### src/fsr_params.svh
// Constants for the flash status register block: opcodes, bit positions, reset values.
`ifndef FSR_PARAMS_SVH
`define FSR_PARAMS_SVH

// Command opcodes. The write disable, program, erase and status read and write codes are plain defaults.
`define FSR_OP_WREN 8'h06
`define FSR_OP_WREN_VOL 8'h50
`define FSR_OP_WRSR 8'h01
`define FSR_OP_WRSR_TWO 8'h31
`define FSR_OP_WRSR_THREE 8'h11
`define FSR_OP_WRDI 8'h04
`define FSR_OP_RDSR_ONE 8'h05
`define FSR_OP_RDSR_TWO 8'h35
`define FSR_OP_RDSR_THREE 8'h15
`define FSR_OP_PROG 8'h02
`define FSR_OP_ERASE_SECT 8'h20
`define FSR_OP_ERASE_BLK 8'hd8
`define FSR_OP_ERASE_CHIP 8'hc7
`define FSR_OP_SUSPEND 8'h75
`define FSR_OP_RESUME 8'h7a

// Field positions in the first status register.
`define FSR_S1_BUSY 0
`define FSR_S1_LATCH 1
`define FSR_S1_LEVEL_LO 2
`define FSR_S1_LEVEL_HI 4
`define FSR_S1_DIR 5
`define FSR_S1_GRAN 6
`define FSR_S1_SRP 7

// Field positions in the second status register.
`define FSR_S2_QUAD 1
`define FSR_S2_LOCK_LO 3
`define FSR_S2_LOCK_HI 5
`define FSR_S2_COMPL 6
`define FSR_S2_SUSPEND 7

// Field positions in the third status register.
`define FSR_S3_FAST 4
`define FSR_S3_DRV_LO 5
`define FSR_S3_DRV_HI 6
`define FSR_S3_PINSEL 7

// Defaults after power-up.
`define FSR_CFG_RESET 10'h000
`define FSR_LOCK_RESET 3'h0
`define FSR_DRV_RESET 2'h0

// Output drive strength in percent per field code.
`define FSR_DRV_PCT_00 7'h32
`define FSR_DRV_PCT_01 7'h19
`define FSR_DRV_PCT_10 7'h4b
`define FSR_DRV_PCT_11 7'h64

// Pin synchroniser reset value: clock low, select high, data low, protect high, shared pin high.
`define FSR_PIN_RESET 5'h0b

`endif

### src/fsr_pkg.sv
// Types shared by the flash status register block.
package fsr_pkg;

	typedef enum logic [1:0] {
		OP_IDLE,
		OP_STATUS,
		OP_PROGRAM,
		OP_ERASE
	} fsr_op_e;

	typedef struct packed {
		logic [2:0] level;
		logic direction;
		logic granularity;
		logic status_protect;
		logic complement;
		logic quad_en;
		logic pin_select;
		logic high_freq;
	} fsr_cfg_s;

endpackage

### src/fsr_status_regs.sv
// Status and configuration registers of a serial flash with write protection, fed by the serial pins.
// What this block does
// - Busy bit set during program, erase or non-volatile status write; other commands except status read and suspend ignored.
// - Busy bit clears when the program, erase or status write completes.
// - Write enable command sets the write enable latch.
// - Latch clears at power-up and after disable, program, erase or status write.
// - Three-bit protect level is non-volatile, written by status write, default zero.
// - Direction bit selects counting from top (0) or bottom (1).
// - Granularity bit selects 4-kB sectors (1) or 64-kB blocks (0).
// - Complement bit inverts the chosen protected region.
// - Status protect 0 ignores protect pin; writes allowed whenever latch is set.
// - Status protect 1 with protect pin low locks all three status registers while quad is off.
// - Status protect 1 with protect pin high allows writes after write enable.
// - Busy, latch and suspend bits are never loaded from status write data.
// - Write enable then status write updates the non-volatile copies.
// - Volatile write enable then status write updates only volatile copies.
// - Lock bits exist only non-volatile; a volatile status write leaves them.
// - Suspend flag set by suspend while a program or erase runs, cleared by resume or power cycle.
// - Each lock bit can be set once on its own and then stays set.
// - Quad enable 0 keeps protect and pause/reset pins; 1 makes them data lines.
// - Shared pin is pause when select is 0, reset when 1, only without quad.
// - Drive field decodes 00 50%, 01 25%, 10 75%, 11 100%.
// - High frequency mode active while its bit is 1.
`timescale 1ns/10ps
`include "fsr_params.svh"
module fsr_status_regs #(
	parameter int unsigned STATUS_WRITE_CYCLES = 1000,
	parameter int unsigned PROGRAM_CYCLES = 2000,
	parameter int unsigned ERASE_CYCLES = 4000
) (
	input wire logic core_clk,
	input wire logic rstn,
	input wire logic spi_clk_pin,
	input wire logic chip_sel_n_pin,
	input wire logic data_in_pin,
	input wire logic data_line_two_pin,
	input wire logic data_line_three_pin,
	output logic data_out,
	output logic data_out_oe,
	output logic busy,
	output logic write_enable_latch,
	output logic suspend_flag,
	output logic [7:0] status_one,
	output logic [7:0] status_two,
	output logic [7:0] status_three,
	output logic [2:0] protect_level,
	output logic protect_direction,
	output logic protect_granularity,
	output logic protect_complement,
	output logic [2:0] secure_lock,
	output logic quad_lines_enable,
	output logic status_regs_locked,
	output logic hold_active,
	output logic pin_reset_active,
	output logic [6:0] drive_strength_pct,
	output logic high_freq_mode
);
	logic [4:0] pins_s;
	logic sclk_s, cs_n_s, di_s, wp_s, shared_s;
	logic sclk_prev_ff, cs_prev_ff;
	logic sclk_rise, sclk_fall, cs_rise;
	logic [2:0] bit_cnt_ff;
	logic [1:0] byte_cnt_ff;
	logic [7:0] shift_ff;
	logic [7:0] opcode_ff, data1_ff, data2_ff;
	logic [7:0] nxt_byte;
	logic byte_done;
	logic reading_ff;
	logic [7:0] tx_ff;
	logic dout_ff;
	logic latch_ff, vol_armed_ff, susp_ff;
	fsr_pkg::fsr_op_e op_ff;
	logic [31:0] cnt_ff;
	fsr_pkg::fsr_cfg_s nv_ff;
	fsr_pkg::fsr_cfg_s vol_ff;
	logic [2:0] lock_ff;
	logic [1:0] drv_ff;
	logic is_read, is_wrsr, is_prog, is_erase;
	logic exec, acc, wr_s1, wr_s2, wr_s3;
	logic [7:0] s2_byte;
	logic wr_nv, wr_vol, pin_rst;

	fsr_sync #(.W(5), .RST_VAL(`FSR_PIN_RESET)) u_sync (
		.clk(core_clk),
		.rstn(rstn),
		.din({spi_clk_pin, chip_sel_n_pin, data_in_pin, data_line_two_pin, data_line_three_pin}),
		.dout(pins_s)
	);
	assign {sclk_s, cs_n_s, di_s, wp_s, shared_s} = pins_s;

	always_ff @(posedge core_clk) begin
		if (!rstn) begin
			sclk_prev_ff <= 1'b0;
			cs_prev_ff <= 1'b1;
		end else begin
			sclk_prev_ff <= sclk_s;
			cs_prev_ff <= cs_n_s;
		end
	end
	assign sclk_rise = sclk_s & ~sclk_prev_ff;
	assign sclk_fall = ~sclk_s & sclk_prev_ff;
	assign cs_rise = cs_n_s & ~cs_prev_ff;

	// With quad lines on, both pin functions are off and the pins only carry data.
	assign status_regs_locked = vol_ff.status_protect & ~wp_s & ~vol_ff.quad_en;
	assign hold_active = ~vol_ff.quad_en & ~vol_ff.pin_select & ~shared_s & ~cs_n_s;
	assign pin_reset_active = ~vol_ff.quad_en & vol_ff.pin_select & ~shared_s;
	assign pin_rst = pin_reset_active;

	// Serial frame capture, mode 0: data sampled on rising clock edges.
	assign nxt_byte = {shift_ff[6:0], di_s};
	assign byte_done = ~cs_n_s & sclk_rise & ~hold_active & (bit_cnt_ff == 3'h7);

	always_ff @(posedge core_clk) begin
		if (!rstn || pin_rst || cs_n_s) begin
			bit_cnt_ff <= 3'h0;
			byte_cnt_ff <= 2'h0;
			shift_ff <= 8'h00;
		end else if (sclk_rise && !hold_active) begin
			shift_ff <= nxt_byte;
			bit_cnt_ff <= bit_cnt_ff + 3'h1;
			if (bit_cnt_ff == 3'h7 && byte_cnt_ff != 2'h3) begin
				byte_cnt_ff <= byte_cnt_ff + 2'h1;
			end
		end
	end

	always_ff @(posedge core_clk) begin
		if (!rstn) begin
			opcode_ff <= 8'h00;
			data1_ff <= 8'h00;
			data2_ff <= 8'h00;
		end else if (byte_done) begin
			case (byte_cnt_ff)
				2'h0: opcode_ff <= nxt_byte;
				2'h1: data1_ff <= nxt_byte;
				2'h2: data2_ff <= nxt_byte;
				default: begin
				end
			endcase
		end
	end

	// Status read path; the register is reloaded each byte so polling sees live busy.
	always_ff @(posedge core_clk) begin
		if (!rstn || pin_rst || cs_n_s) begin
			reading_ff <= 1'b0;
			tx_ff <= 8'h00;
			dout_ff <= 1'b0;
		end else if (byte_done && (byte_cnt_ff == 2'h0 || reading_ff)) begin
			case (byte_cnt_ff == 2'h0 ? nxt_byte : opcode_ff)
				`FSR_OP_RDSR_ONE: begin
					reading_ff <= 1'b1;
					tx_ff <= status_one;
				end
				`FSR_OP_RDSR_TWO: begin
					reading_ff <= 1'b1;
					tx_ff <= status_two;
				end
				`FSR_OP_RDSR_THREE: begin
					reading_ff <= 1'b1;
					tx_ff <= status_three;
				end
				default: begin
					reading_ff <= 1'b0;
				end
			endcase
		end else if (sclk_fall && reading_ff && !hold_active) begin
			dout_ff <= tx_ff[7];
			tx_ff <= {tx_ff[6:0], 1'b0};
		end
	end
	assign data_out = dout_ff;
	assign data_out_oe = reading_ff & ~cs_n_s & ~hold_active;

	// Commands act at the end of the frame and only on whole bytes.
	always_comb begin
		is_read = opcode_ff == `FSR_OP_RDSR_ONE || opcode_ff == `FSR_OP_RDSR_TWO || opcode_ff == `FSR_OP_RDSR_THREE;
		is_wrsr = opcode_ff == `FSR_OP_WRSR || opcode_ff == `FSR_OP_WRSR_TWO || opcode_ff == `FSR_OP_WRSR_THREE;
		is_prog = opcode_ff == `FSR_OP_PROG;
		is_erase = opcode_ff == `FSR_OP_ERASE_SECT || opcode_ff == `FSR_OP_ERASE_BLK || opcode_ff == `FSR_OP_ERASE_CHIP;
	end
	assign exec = cs_rise & (bit_cnt_ff == 3'h0) & (byte_cnt_ff != 2'h0) & ~pin_rst;
	// Suspend must reach a running operation, so it is the one command besides the status read taken while busy.
	assign acc = exec & ~is_read & (~busy | opcode_ff == `FSR_OP_SUSPEND);

	assign wr_s1 = opcode_ff == `FSR_OP_WRSR && byte_cnt_ff >= 2'h2;
	assign wr_s2 = (opcode_ff == `FSR_OP_WRSR && byte_cnt_ff == 2'h3) ||
		(opcode_ff == `FSR_OP_WRSR_TWO && byte_cnt_ff >= 2'h2);
	assign wr_s3 = opcode_ff == `FSR_OP_WRSR_THREE && byte_cnt_ff >= 2'h2;
	assign s2_byte = opcode_ff == `FSR_OP_WRSR ? data2_ff : data1_ff;
	assign wr_nv = acc & is_wrsr & latch_ff & ~status_regs_locked;
	assign wr_vol = acc & is_wrsr & ~latch_ff & vol_armed_ff & ~status_regs_locked;

	// Merge written bytes into a configuration copy; reserved positions are simply not read.
	function automatic fsr_pkg::fsr_cfg_s merge_cfg(input fsr_pkg::fsr_cfg_s c, input logic w1, input logic w2,
			input logic w3, input logic [7:0] b1, input logic [7:0] b2);
		fsr_pkg::fsr_cfg_s r;
		r = c;
		if (w1) begin
			r.level = b1[`FSR_S1_LEVEL_HI:`FSR_S1_LEVEL_LO];
			r.direction = b1[`FSR_S1_DIR];
			r.granularity = b1[`FSR_S1_GRAN];
			r.status_protect = b1[`FSR_S1_SRP];
		end
		if (w2) begin
			r.complement = b2[`FSR_S2_COMPL];
			r.quad_en = b2[`FSR_S2_QUAD];
		end
		if (w3) begin
			r.pin_select = b1[`FSR_S3_PINSEL];
			r.high_freq = b1[`FSR_S3_FAST];
		end
		return r;
	endfunction

	always_ff @(posedge core_clk) begin
		if (!rstn) begin
			nv_ff <= `FSR_CFG_RESET;
			vol_ff <= `FSR_CFG_RESET;
		end else if (wr_nv) begin
			nv_ff <= merge_cfg(nv_ff, wr_s1, wr_s2, wr_s3, data1_ff, s2_byte);
			vol_ff <= merge_cfg(vol_ff, wr_s1, wr_s2, wr_s3, data1_ff, s2_byte);
		end else if (wr_vol) begin
			vol_ff <= merge_cfg(vol_ff, wr_s1, wr_s2, wr_s3, data1_ff, s2_byte);
		end else if (pin_rst) begin
			vol_ff <= nv_ff;
		end
	end

	// Lock bits only ever gain ones, and only through the non-volatile path.
	always_ff @(posedge core_clk) begin
		if (!rstn) begin
			lock_ff <= `FSR_LOCK_RESET;
		end else if (wr_nv && wr_s2) begin
			lock_ff <= lock_ff | s2_byte[`FSR_S2_LOCK_HI:`FSR_S2_LOCK_LO];
		end
	end

	// Drive strength has only a volatile copy, so either write path updates it.
	always_ff @(posedge core_clk) begin
		if (!rstn) begin
			drv_ff <= `FSR_DRV_RESET;
		end else if ((wr_nv || wr_vol) && wr_s3) begin
			drv_ff <= data1_ff[`FSR_S3_DRV_HI:`FSR_S3_DRV_LO];
		end
	end

	always_ff @(posedge core_clk) begin
		if (!rstn || pin_rst) begin
			latch_ff <= 1'b0;
		end else if (acc) begin
			if (opcode_ff == `FSR_OP_WREN) begin
				latch_ff <= 1'b1;
			end else if (opcode_ff == `FSR_OP_WRDI || is_wrsr || is_prog || is_erase) begin
				latch_ff <= 1'b0;
			end
		end
	end

	always_ff @(posedge core_clk) begin
		if (!rstn || pin_rst) begin
			vol_armed_ff <= 1'b0;
		end else if (acc) begin
			vol_armed_ff <= opcode_ff == `FSR_OP_WREN_VOL;
		end
	end

	// Operation timer; a suspended program or erase keeps its remaining count until a non-volatile status write reloads it.
	always_ff @(posedge core_clk) begin
		if (!rstn || pin_rst) begin
			op_ff <= fsr_pkg::OP_IDLE;
			cnt_ff <= 32'h0;
		end else if (acc && wr_nv) begin
			op_ff <= fsr_pkg::OP_STATUS;
			cnt_ff <= STATUS_WRITE_CYCLES;
		end else if (acc && latch_ff && is_prog && !susp_ff) begin
			op_ff <= fsr_pkg::OP_PROGRAM;
			cnt_ff <= PROGRAM_CYCLES;
		end else if (acc && latch_ff && is_erase && !susp_ff) begin
			op_ff <= fsr_pkg::OP_ERASE;
			cnt_ff <= ERASE_CYCLES;
		end else if (op_ff != fsr_pkg::OP_IDLE && !susp_ff) begin
			if (cnt_ff <= 32'h1) begin
				op_ff <= fsr_pkg::OP_IDLE;
				cnt_ff <= 32'h0;
			end else begin
				cnt_ff <= cnt_ff - 32'h1;
			end
		end
	end

	always_ff @(posedge core_clk) begin
		if (!rstn || pin_rst) begin
			susp_ff <= 1'b0;
		end else if (acc && opcode_ff == `FSR_OP_SUSPEND &&
				(op_ff == fsr_pkg::OP_PROGRAM || op_ff == fsr_pkg::OP_ERASE)) begin
			susp_ff <= 1'b1;
		end else if (acc && opcode_ff == `FSR_OP_RESUME) begin
			susp_ff <= 1'b0;
		end
	end

	assign busy = (op_ff != fsr_pkg::OP_IDLE) & ~susp_ff;
	assign write_enable_latch = latch_ff;
	assign suspend_flag = susp_ff;
	// Volatile bits come from live state, never from write data. Reserved positions read zero.
	assign status_one = {vol_ff.status_protect, vol_ff.granularity, vol_ff.direction, vol_ff.level,
		latch_ff, busy};
	assign status_two = {susp_ff, vol_ff.complement, lock_ff, 1'b0, vol_ff.quad_en, 1'b0};
	assign status_three = {vol_ff.pin_select, drv_ff, vol_ff.high_freq, 4'h0};

	assign protect_level = vol_ff.level;
	assign protect_direction = vol_ff.direction;
	assign protect_granularity = vol_ff.granularity;
	assign protect_complement = vol_ff.complement;
	assign secure_lock = lock_ff;
	assign quad_lines_enable = vol_ff.quad_en;
	assign high_freq_mode = vol_ff.high_freq;

	always_comb begin
		case (drv_ff)
			2'h0: drive_strength_pct = `FSR_DRV_PCT_00;
			2'h1: drive_strength_pct = `FSR_DRV_PCT_01;
			2'h2: drive_strength_pct = `FSR_DRV_PCT_10;
			2'h3: drive_strength_pct = `FSR_DRV_PCT_11;
			default: drive_strength_pct = `FSR_DRV_PCT_00;
		endcase
	end
endmodule

### src/fsr_sync.sv
// Three-stage pin synchroniser that accepts a change once the last two stages agree.
`timescale 1ns/10ps
module fsr_sync #(
	parameter int unsigned W = 1,
	parameter logic [W-1:0] RST_VAL = '0
) (
	input wire logic clk,
	input wire logic rstn,
	input wire logic [W-1:0] din,
	output logic [W-1:0] dout
);
	logic [W-1:0] s1_ff;
	logic [W-1:0] s2_ff;
	logic [W-1:0] s3_ff;

	always_ff @(posedge clk) begin
		if (!rstn) begin
			s1_ff <= RST_VAL;
			s2_ff <= RST_VAL;
			s3_ff <= RST_VAL;
		end else begin
			s1_ff <= din;
			s2_ff <= s1_ff;
			s3_ff <= s2_ff;
		end
	end

	// Each bit moves only when stages two and three agree, which filters single-cycle glitches.
	always_ff @(posedge clk) begin
		if (!rstn) begin
			dout <= RST_VAL;
		end else begin
			for (int i = 0; i < W; i++) begin
				if (s2_ff[i] == s3_ff[i]) begin
					dout[i] <= s3_ff[i];
				end
			end
		end
	end
endmodule

### config.mk
export PLATFORM = sky130hd
export DESIGN_NAME = fsr_status_regs
export DESIGN_NICKNAME = d
export VERILOG_FILES = /design/src/fsr_pkg.sv /design/src/fsr_status_regs.sv /design/src/fsr_sync.sv
export VERILOG_INCLUDE_DIRS = /design/src
export SDC_FILE = /design/constraint.sdc
export NUM_CORES = 1
export LEC_CHECK = 0
export BUFFER_PORTS_ARGS = -buffer_cell sky130_fd_sc_hd__buf_2
export CORE_MARGIN = 5
export CORE_UTILIZATION = 35
export CTS_CLUSTER_SIZE = 40
export DETAILED_ROUTE_END_ITERATION = 6
export SLEW_MARGIN = 20
export SYNTH_ARGS = -nofsm -noshare
export SYNTH_HDL_FRONTEND = slang
export SYNTH_SLANG_ARGS = --single-unit
### constraint.sdc
create_clock -name core_clk -period 2.7 [get_ports core_clk]
set_input_delay 0.81 -clock core_clk [delete_from_list [all_inputs] [get_ports core_clk]]
set_output_delay 0.81 -clock core_clk [all_outputs]
set_load 0.005 [all_outputs]
Word level (Yosys, flattened, before mapping)
Cells that the tools add are included.
{"block": "word_totals", "inputBits": 7, "ram_bits": 0, "memories": 0, "register_bits": 129, "latch_bits": 0, "mem_bits_ro": 0}
{"block": "classes", "n_mul": 0, "n_bitwise": 45, "div_mod_pow": 0, "muxes": 27, "n_shift": 0, "n_lt_le_gt_ge": 2, "n_reduce_logical": 68, "eq_ne": 34, "add_sub_neg": 3}
{"cell": "10-bit 2-to-1 mux", "count": 4}
{"cell": "8-bit by 3-bit equality test with 1-bit output, second input constant", "count": 4}
{"cell": "8-bit by 6-bit equality test with 1-bit output, second input constant", "count": 4}
{"cell": "32-bit by 1-bit less-or-equal comparator with 1-bit output, second input constant", "count": 1}
{"cell": "32-bit 2-to-1 mux", "count": 1}
{"cell": "32-bit by 1-bit subtractor with 32-bit output, second input constant", "count": 1}
{"cell": "7-bit one-hot mux with 4 select lines", "count": 1}
{"cell": "1-bit AND", "count": 27}
{"cell": "8-bit by 5-bit equality test with 1-bit output, second input constant", "count": 3}
{"cell": "8-bit by 7-bit equality test with 1-bit output, second input constant", "count": 3}
{"cell": "12-bit 2-to-1 mux", "count": 2}
{"cell": "8-bit 2-to-1 mux", "count": 3}
{"cell": "8-bit one-hot mux with 3 select lines", "count": 1}
{"cell": "2-bit AND reduction", "count": 11}
{"cell": "1-bit logical AND", "count": 21}
{"cell": "8-bit equality test, second input constant", "count": 2}
{"cell": "1-bit inverter", "count": 16}
{"cell": "1-bit logical OR", "count": 15}
{"cell": "2-bit equality test, second input constant", "count": 6}
{"cell": "2-bit 2-to-1 mux", "count": 6}
{"cell": "2-bit nonzero test", "count": 6}
{"cell": "11-bit 2-to-1 mux", "count": 1}
{"cell": "3-bit nonzero test", "count": 3}
{"cell": "8-bit by 1-bit equality test with 1-bit output, second input constant", "count": 1}
{"cell": "other kinds (21)", "count": 36}

Logic depth before layout (Yosys ltp)
{"block": "depth", "word_depth": 13, "ltp_mapped": 10, "depth_no_buf": 8}

Cells and area by module
Synthesis repeated with hierarchy kept, for this count alone.
{"block": "hier_totals", "hier_cells": 690, "hier_area_um2": 6024.5}
{"module": "fsr_status_regs", "seq_area_each_um2": 2122.0, "n_inst": 1, "cells_each": 638, "area_each_um2": 5437.7}
{"module": "fsr_sync", "seq_area_each_um2": 400.4, "n_inst": 1, "cells_each": 52, "area_each_um2": 586.8}

Worst setup path after synthesis
No wires, ideal clock.
{"block": "synth_path", "path_type": "register to register", "startpoint": "register byte_cnt_ff[0]", "endpoint": "register nv_ff[4] (netlist name)", "path_slack_ns": 0.403, "stages_incl_launch_ff": 11, "arrival_ns": 2.181, "required_time_ns": 2.584, "n_path_buf": 2, "setup_time_ns": 0.116, "synth_period_minus_slack_ns": 2.297, "cell_sequence": "dfxtp_1 > inv_1 > ha_1 > clkbuf_1 > nor4b_2 > nand4_1 > or3_1 > buf_6 > nor2_8 > mux2i_1 > nor2b_1"}
{"block": "synth_via", "elab_chain_len": 9, "elab_cells_between_ends": 11}
{"item": "start: declaration", "line": "fsr_status_regs.sv:63", "text": "logic [1:0] byte_cnt_ff;"}
{"item": "start signal: assignment", "line": "fsr_status_regs.sv:123", "text": "byte_cnt_ff <= byte_cnt_ff + 2'h1;"}
{"item": "2-bit nonzero test", "line": "fsr_status_regs.sv:183", "text": "assign exec = cs_rise & (bit_cnt_ff == 3'h0) & (byte_cnt_ff != 2'h0) & ~pin_rst;"}
{"item": "1-bit AND (2 in a row)", "line": "fsr_status_regs.sv:183"}
{"item": "1-bit AND (2 in a row)", "line": "fsr_status_regs.sv:185", "text": "assign acc = exec & ~is_read & (~busy | opcode_ff == `FSR_OP_SUSPEND);"}
{"item": "1-bit AND (3 in a row)", "line": "fsr_status_regs.sv:192", "text": "assign wr_nv = acc & is_wrsr & latch_ff & ~status_regs_locked;"}
{"item": "2-bit AND reduction (no source line) (*)"}
{"item": "end signal: assignment", "line": "fsr_status_regs.sv:219", "text": "nv_ff <= `FSR_CFG_RESET;"}
{"item": "end signal: assignment", "line": "fsr_status_regs.sv:222", "text": "nv_ff <= merge_cfg(nv_ff, wr_s1, wr_s2, wr_s3, data1_ff, s2_byte);"}
{"item": "end: declaration", "line": "fsr_status_regs.sv:74", "text": "fsr_pkg::fsr_cfg_s nv_ff;"}
Every way passes the cells marked *; elsewhere a longest branch is shown, timed or not.
A chain may end at the register's enable or synchronous reset.

Worst setup path after layout
{"block": "layout_path", "startpoint": "register vol_ff (netlist bit quad_lines_enable)", "endpoint": "output port data_out_oe"}
{"block": "layout_via", "elab_chain_len": 6}
{"item": "start: declaration", "line": "fsr_status_regs.sv:75", "text": "fsr_pkg::fsr_cfg_s vol_ff;"}
{"item": "start signal: assignment", "line": "fsr_status_regs.sv:220", "text": "vol_ff <= `FSR_CFG_RESET;"}
{"item": "start signal: assignment", "line": "fsr_status_regs.sv:223", "text": "vol_ff <= merge_cfg(vol_ff, wr_s1, wr_s2, wr_s3, data1_ff, s2_byte);"}
{"item": "start signal: assignment", "line": "fsr_status_regs.sv:225", "text": "vol_ff <= merge_cfg(vol_ff, wr_s1, wr_s2, wr_s3, data1_ff, s2_byte);"}
{"item": "1-bit inverter", "line": "fsr_status_regs.sv:106", "text": "assign hold_active = ~vol_ff.quad_en & ~vol_ff.pin_select & ~shared_s & ~cs_n_s;"}
{"item": "1-bit AND (3 in a row)", "line": "fsr_status_regs.sv:106"}
{"item": "1-bit inverter", "line": "fsr_status_regs.sv:174", "text": "assign data_out_oe = reading_ff & ~cs_n_s & ~hold_active;"}
{"item": "1-bit AND", "line": "fsr_status_regs.sv:174"}
{"item": "end: declaration", "line": "fsr_status_regs.sv:39", "text": "output logic data_out_oe,"}
Every way passes these cells.

==> summary.txt <==
STA
  • Max Slew Vio Count: 0
  • Smallest setup slack after layout: 0.2039 ns
  • Unrepaired setup endpoints after global routing: no
  • Worst Skew: 0.01367 ns
  • Actual transition at the worst max-transition pin: 1.004 ns
  • Max Freq: 400.6 MHz
  • Worst hold margin: 0.4141 ns
  • Minimum period implied by the final worst setup slack: 2.496 ns
  • Hold Vio Cnt, Final: 0
  • Total of endpoints with negative setup slack in the final report: 0
  • Period utilization: 92.45%
  • Sum of negative setup slack: 0 ns
  • Max-slew headroom: 32.78%

Logic synthesis
  • Async S/R FF share, synth: 0%
  • Number of enable flip-flop cells after synthesis: 0
  • Sequential area share after synthesis: 40.80%
  • Total standard cell area after synthesis: 6182 sq um
  • Flip-flop and latch count after synthesis: 126
  • Synth cell types: 69
  • Avg Synthesized Cell Area: 8.895 sq um
  • Top_reg_cell synth: sky130_fd_sc_hd__dfxtp_1
  • Gate count after technology mapping: 695
  • Number of warnings reported in the yosys synthesis log: 0

CTS
  • CTS Hold Buffers Added: 0
  • Clock tree root driver cell: sky130_fd_sc_hd__clkbuf_16
  • Sink Count: 126
  • H-tree level count: 4
  • Clock transition at the registers of the reported paths: 0.06 ns
  • Inserted Clock Buffers: 17
  • Clock network latency to the later pin of the worst-skew pair: 0.42 ns
  • Count of buffers added by post-CTS timing repair for setup: 0
  • Number of buffers on the longest clock path: 2
  • TritonCTS clock tree: yes

Placed design
  • Count of input and output buffers: 50
  • Hpwl dp: 10630 microns
  • Final weighted congestion in routability-driven placement: 0.7946
  • Pre-CTS WS: 0.2062 ns

Worst setup path
  • Startpoint of the worst-slack reg-to-reg timing path: byte_cnt_ff[0]
  • Largest fanout on the critical path: 5
  • WP data arrival: 1.69 ns
  • Required @ worst endpoint: 1.89 ns
  • CP Capture Type: primary output
  • Critical path class: reg -> out
  • Startpoint type of the worst setup path: flip-flop
  • Crit. Startpoint: quad_lines_enable

Min path
  • Hold path startpoint: u_sync.s1_ff[1]
  • Path category of the worst min-delay check: reg -> reg

Floorplanning
  • Horiz. Die Dim: 142.9 microns
  • Core outline area: 17300 sq um
  • Vert. Die Dim: 142.9 microns
  • Initial Util: 35.74%
  • I/O pin count: 57
  • Cell row count: 48
  • Total Die Area: 20420 sq um

Routing
  • Drt drc: 0
  • Count of routing violations after the opening detailed-route iteration: 296
  • Via/cell ratio: 5.053
  • Average wire per cell in the routed design: 15.14 microns
  • Residual antenna-violating net count after detailed routing: 0
  • Iteration count of the initial detailed-routing pass: 4
  • DR vias: 4942
  • Post-detailed-routing wire length: 14810 microns

Global routing
  • Via count of the first global-routing pass: 4710
  • Total global-route track usage: 14.98%
  • Wire length of the first global-routing pass: 24260 microns
  • Number of antenna violations at the first check in global routing: 0
  • Remaining Overflow, GRT: 0
  • Pin count of the biggest net entering global routing: 68

Power
  • Leakage: 2.744 nW
  • Maximum ir drop on the vdd rail: 0.5194 mV
  • Power, Total: 4.166 mW
  • Power density over the cells: 577.5 nW/um^2

Cells and area
  • Diodes inserted: 0
  • Number of filler cells placed in the layout: 1743
  • Share of post-route cells with drive strength above 1: 19.39%
  • Area used by multi-input combinational logic: 3318 sq um
  • Final net count: 760
  • Area used by sequential logic in the layout: 2522 sq um
  • Syn-to-layout area delta: 16.68%

Job
  • Max-cap viol count: 0

Status
  • Run status: finished, final reports clean
## logic make-up after synthesis
group,share of synthesized area (%)
compound gates,13.96
buf+inv,5.991
mux,6.355
fa+ha+maj,2.631
simple gates,26.65
flops,40.80
other cells,0.06066
xor+xnor,3.542
## cells in the mapped netlist (3+ instances only)
master	number	share of area, %
sky130_fd_sc_hd__mux2_2	10	1.8
sky130_fd_sc_hd__nand3_1	33	2.7
sky130_fd_sc_hd__a22oi_1	9	1.1
sky130_fd_sc_hd__or4_1	4	0.49
sky130_fd_sc_hd__nand4bb_1	3	0.55
sky130_fd_sc_hd__or2_2	4	0.40
sky130_fd_sc_hd__xnor2_1	12	1.7
sky130_fd_sc_hd__ha_1	13	2.6
sky130_fd_sc_hd__and2_1	8	0.81
sky130_fd_sc_hd__nor2_1	71	4.3
sky130_fd_sc_hd__nor4_2	3	0.61
sky130_fd_sc_hd__mux2i_1	28	4.5
sky130_fd_sc_hd__clkbuf_1	23	1.4
sky130_fd_sc_hd__dfxtp_1	126	41
sky130_fd_sc_hd__nand2b_1	13	1.3
sky130_fd_sc_hd__o221ai_1	3	0.43
sky130_fd_sc_hd__nor3_1	15	1.2
sky130_fd_sc_hd__a21oi_1	24	1.9
sky130_fd_sc_hd__a21boi_0	31	3.8
sky130_fd_sc_hd__or3_1	6	0.61
sky130_fd_sc_hd__o31ai_1	4	0.49
sky130_fd_sc_hd__nand4b_1	4	0.57
sky130_fd_sc_hd__nor4_1	5	0.51
sky130_fd_sc_hd__buf_2	8	0.65
sky130_fd_sc_hd__nor2b_1	20	2.0
sky130_fd_sc_hd__nand2_1	69	4.2
sky130_fd_sc_hd__nand4_1	8	0.81
sky130_fd_sc_hd__a31oi_1	7	0.71
sky130_fd_sc_hd__buf_4	21	2.6
sky130_fd_sc_hd__o221a_2	4	0.73
sky130_fd_sc_hd__inv_1	15	0.91
sky130_fd_sc_hd__o211a_1	4	0.65
sky130_fd_sc_hd__nor3b_1	8	0.97
sky130_fd_sc_hd__o21ai_0	18	1.5
sky130_fd_sc_hd__xor2_1	13	1.8
## cell usage in the layout (no fill, tap or decap), types with 6 or more instances in the layout
cell and n:
sky130_fd_sc_hd__nor3_1 15, sky130_fd_sc_hd__o21ai_0 18, sky130_fd_sc_hd__nand3_1 33, sky130_fd_sc_hd__xnor2_1 12, sky130_fd_sc_hd__nor2_1 71, sky130_fd_sc_hd__mux2_2 10, sky130_fd_sc_hd__a31oi_1 7, sky130_fd_sc_hd__mux2i_1 28
sky130_fd_sc_hd__buf_2 50, sky130_fd_sc_hd__and2_1 8, sky130_fd_sc_hd__a21oi_1 24, sky130_fd_sc_hd__a21boi_0 31, sky130_fd_sc_hd__nand2b_1 13, sky130_fd_sc_hd__ha_1 13, sky130_fd_sc_hd__nand4_1 8, sky130_fd_sc_hd__nor3b_1 7
sky130_fd_sc_hd__buf_4 27, sky130_fd_sc_hd__xor2_1 13, sky130_fd_sc_hd__dfxtp_1 126, sky130_fd_sc_hd__a22oi_1 9, sky130_fd_sc_hd__nor2b_1 20, sky130_fd_sc_hd__conb_1 6, sky130_fd_sc_hd__clkbuf_16 17, sky130_fd_sc_hd__inv_1 15
sky130_fd_sc_hd__nand2_1 69
## registers in the layout (all words and copies together) (netlist names), 2 cells and up
name,flops
shift_ff,7
bit_cnt_ff,3
u_sync.dout,5
protect_level,3
byte_cnt_ff,2
data2_ff,5
opcode_ff,8
tx_ff,8
u_sync.s3_ff,5
cnt_ff,32
secure_lock,3
u_sync.s2_ff,5
nv_ff,10
op_ff,2
data1_ff,7
drv_ff,2
u_sync.s1_ff,5
## through the flow
step	std cells	cell area, sq um	utilization, %
after floorplan	700	6201	-
after global placement	946	6626	38.31
after CTS	978	7208	41.67
after detailed placement	946	6626	38.31
after global routing	978	7213	41.70
final	978	7213	41.70
## worst max-delay path, stage by stage, from the launching register on
cell                      delay [ns]
sky130_fd_sc_hd__dfxtp_1        0.37
sky130_fd_sc_hd__buf_4          0.18
sky130_fd_sc_hd__nor4_2         0.48
sky130_fd_sc_hd__nor3b_1        0.10
sky130_fd_sc_hd__buf_2          0.15
## power by group
| group | internal (mW) | total (mW) | switching (mW) |
|---|---|---|---|
| combinational | 0.0209 | 0.0514 | 0.0305 |
| clock | 1.39 | 2.24 | 0.855 |
| sequential | 1.87 | 1.87 | 0.00355 |
## metal layers
layer	GRT usage (%)	routed length, microns	vias up
li1	-	-	2502
met1	19.61	7080	2351
met2	23.81	6956	69
met3	4.655	552	20
met4	4.452	218	0
met5	0	0	-
## timing repair
| item | 4_1_cts | 5_1_grt |
|---|---|---|
| hold endpoints to repair | 0 | 0 |
| setup endpoints to repair | 0 | 2 |
| resized for setup | 0 | 1 |
## path summary, 6_finish.rpt
path	endpoint	slack [ns]	cells past startpoint
min	u_sync.s2_ff[1]	0.41	1
min reg2reg	u_sync.s2_ff[1]	0.41	1
max reg2reg	nv_ff[6]	0.29	8
max	data_out_oe	0.20	4
## cell type report
cell class                 count  share of cell area (%)
tap                          225                   3.903
multi-input combinational    503                   46.00
clock inverter                12                   1.873
timing repair buffer          77                   6.279
inverter                      15                  0.7806
sequential                   126                   34.97
clock buffer                  20                   6.193
No activity file was read; power rests on OpenSTA's default activity.
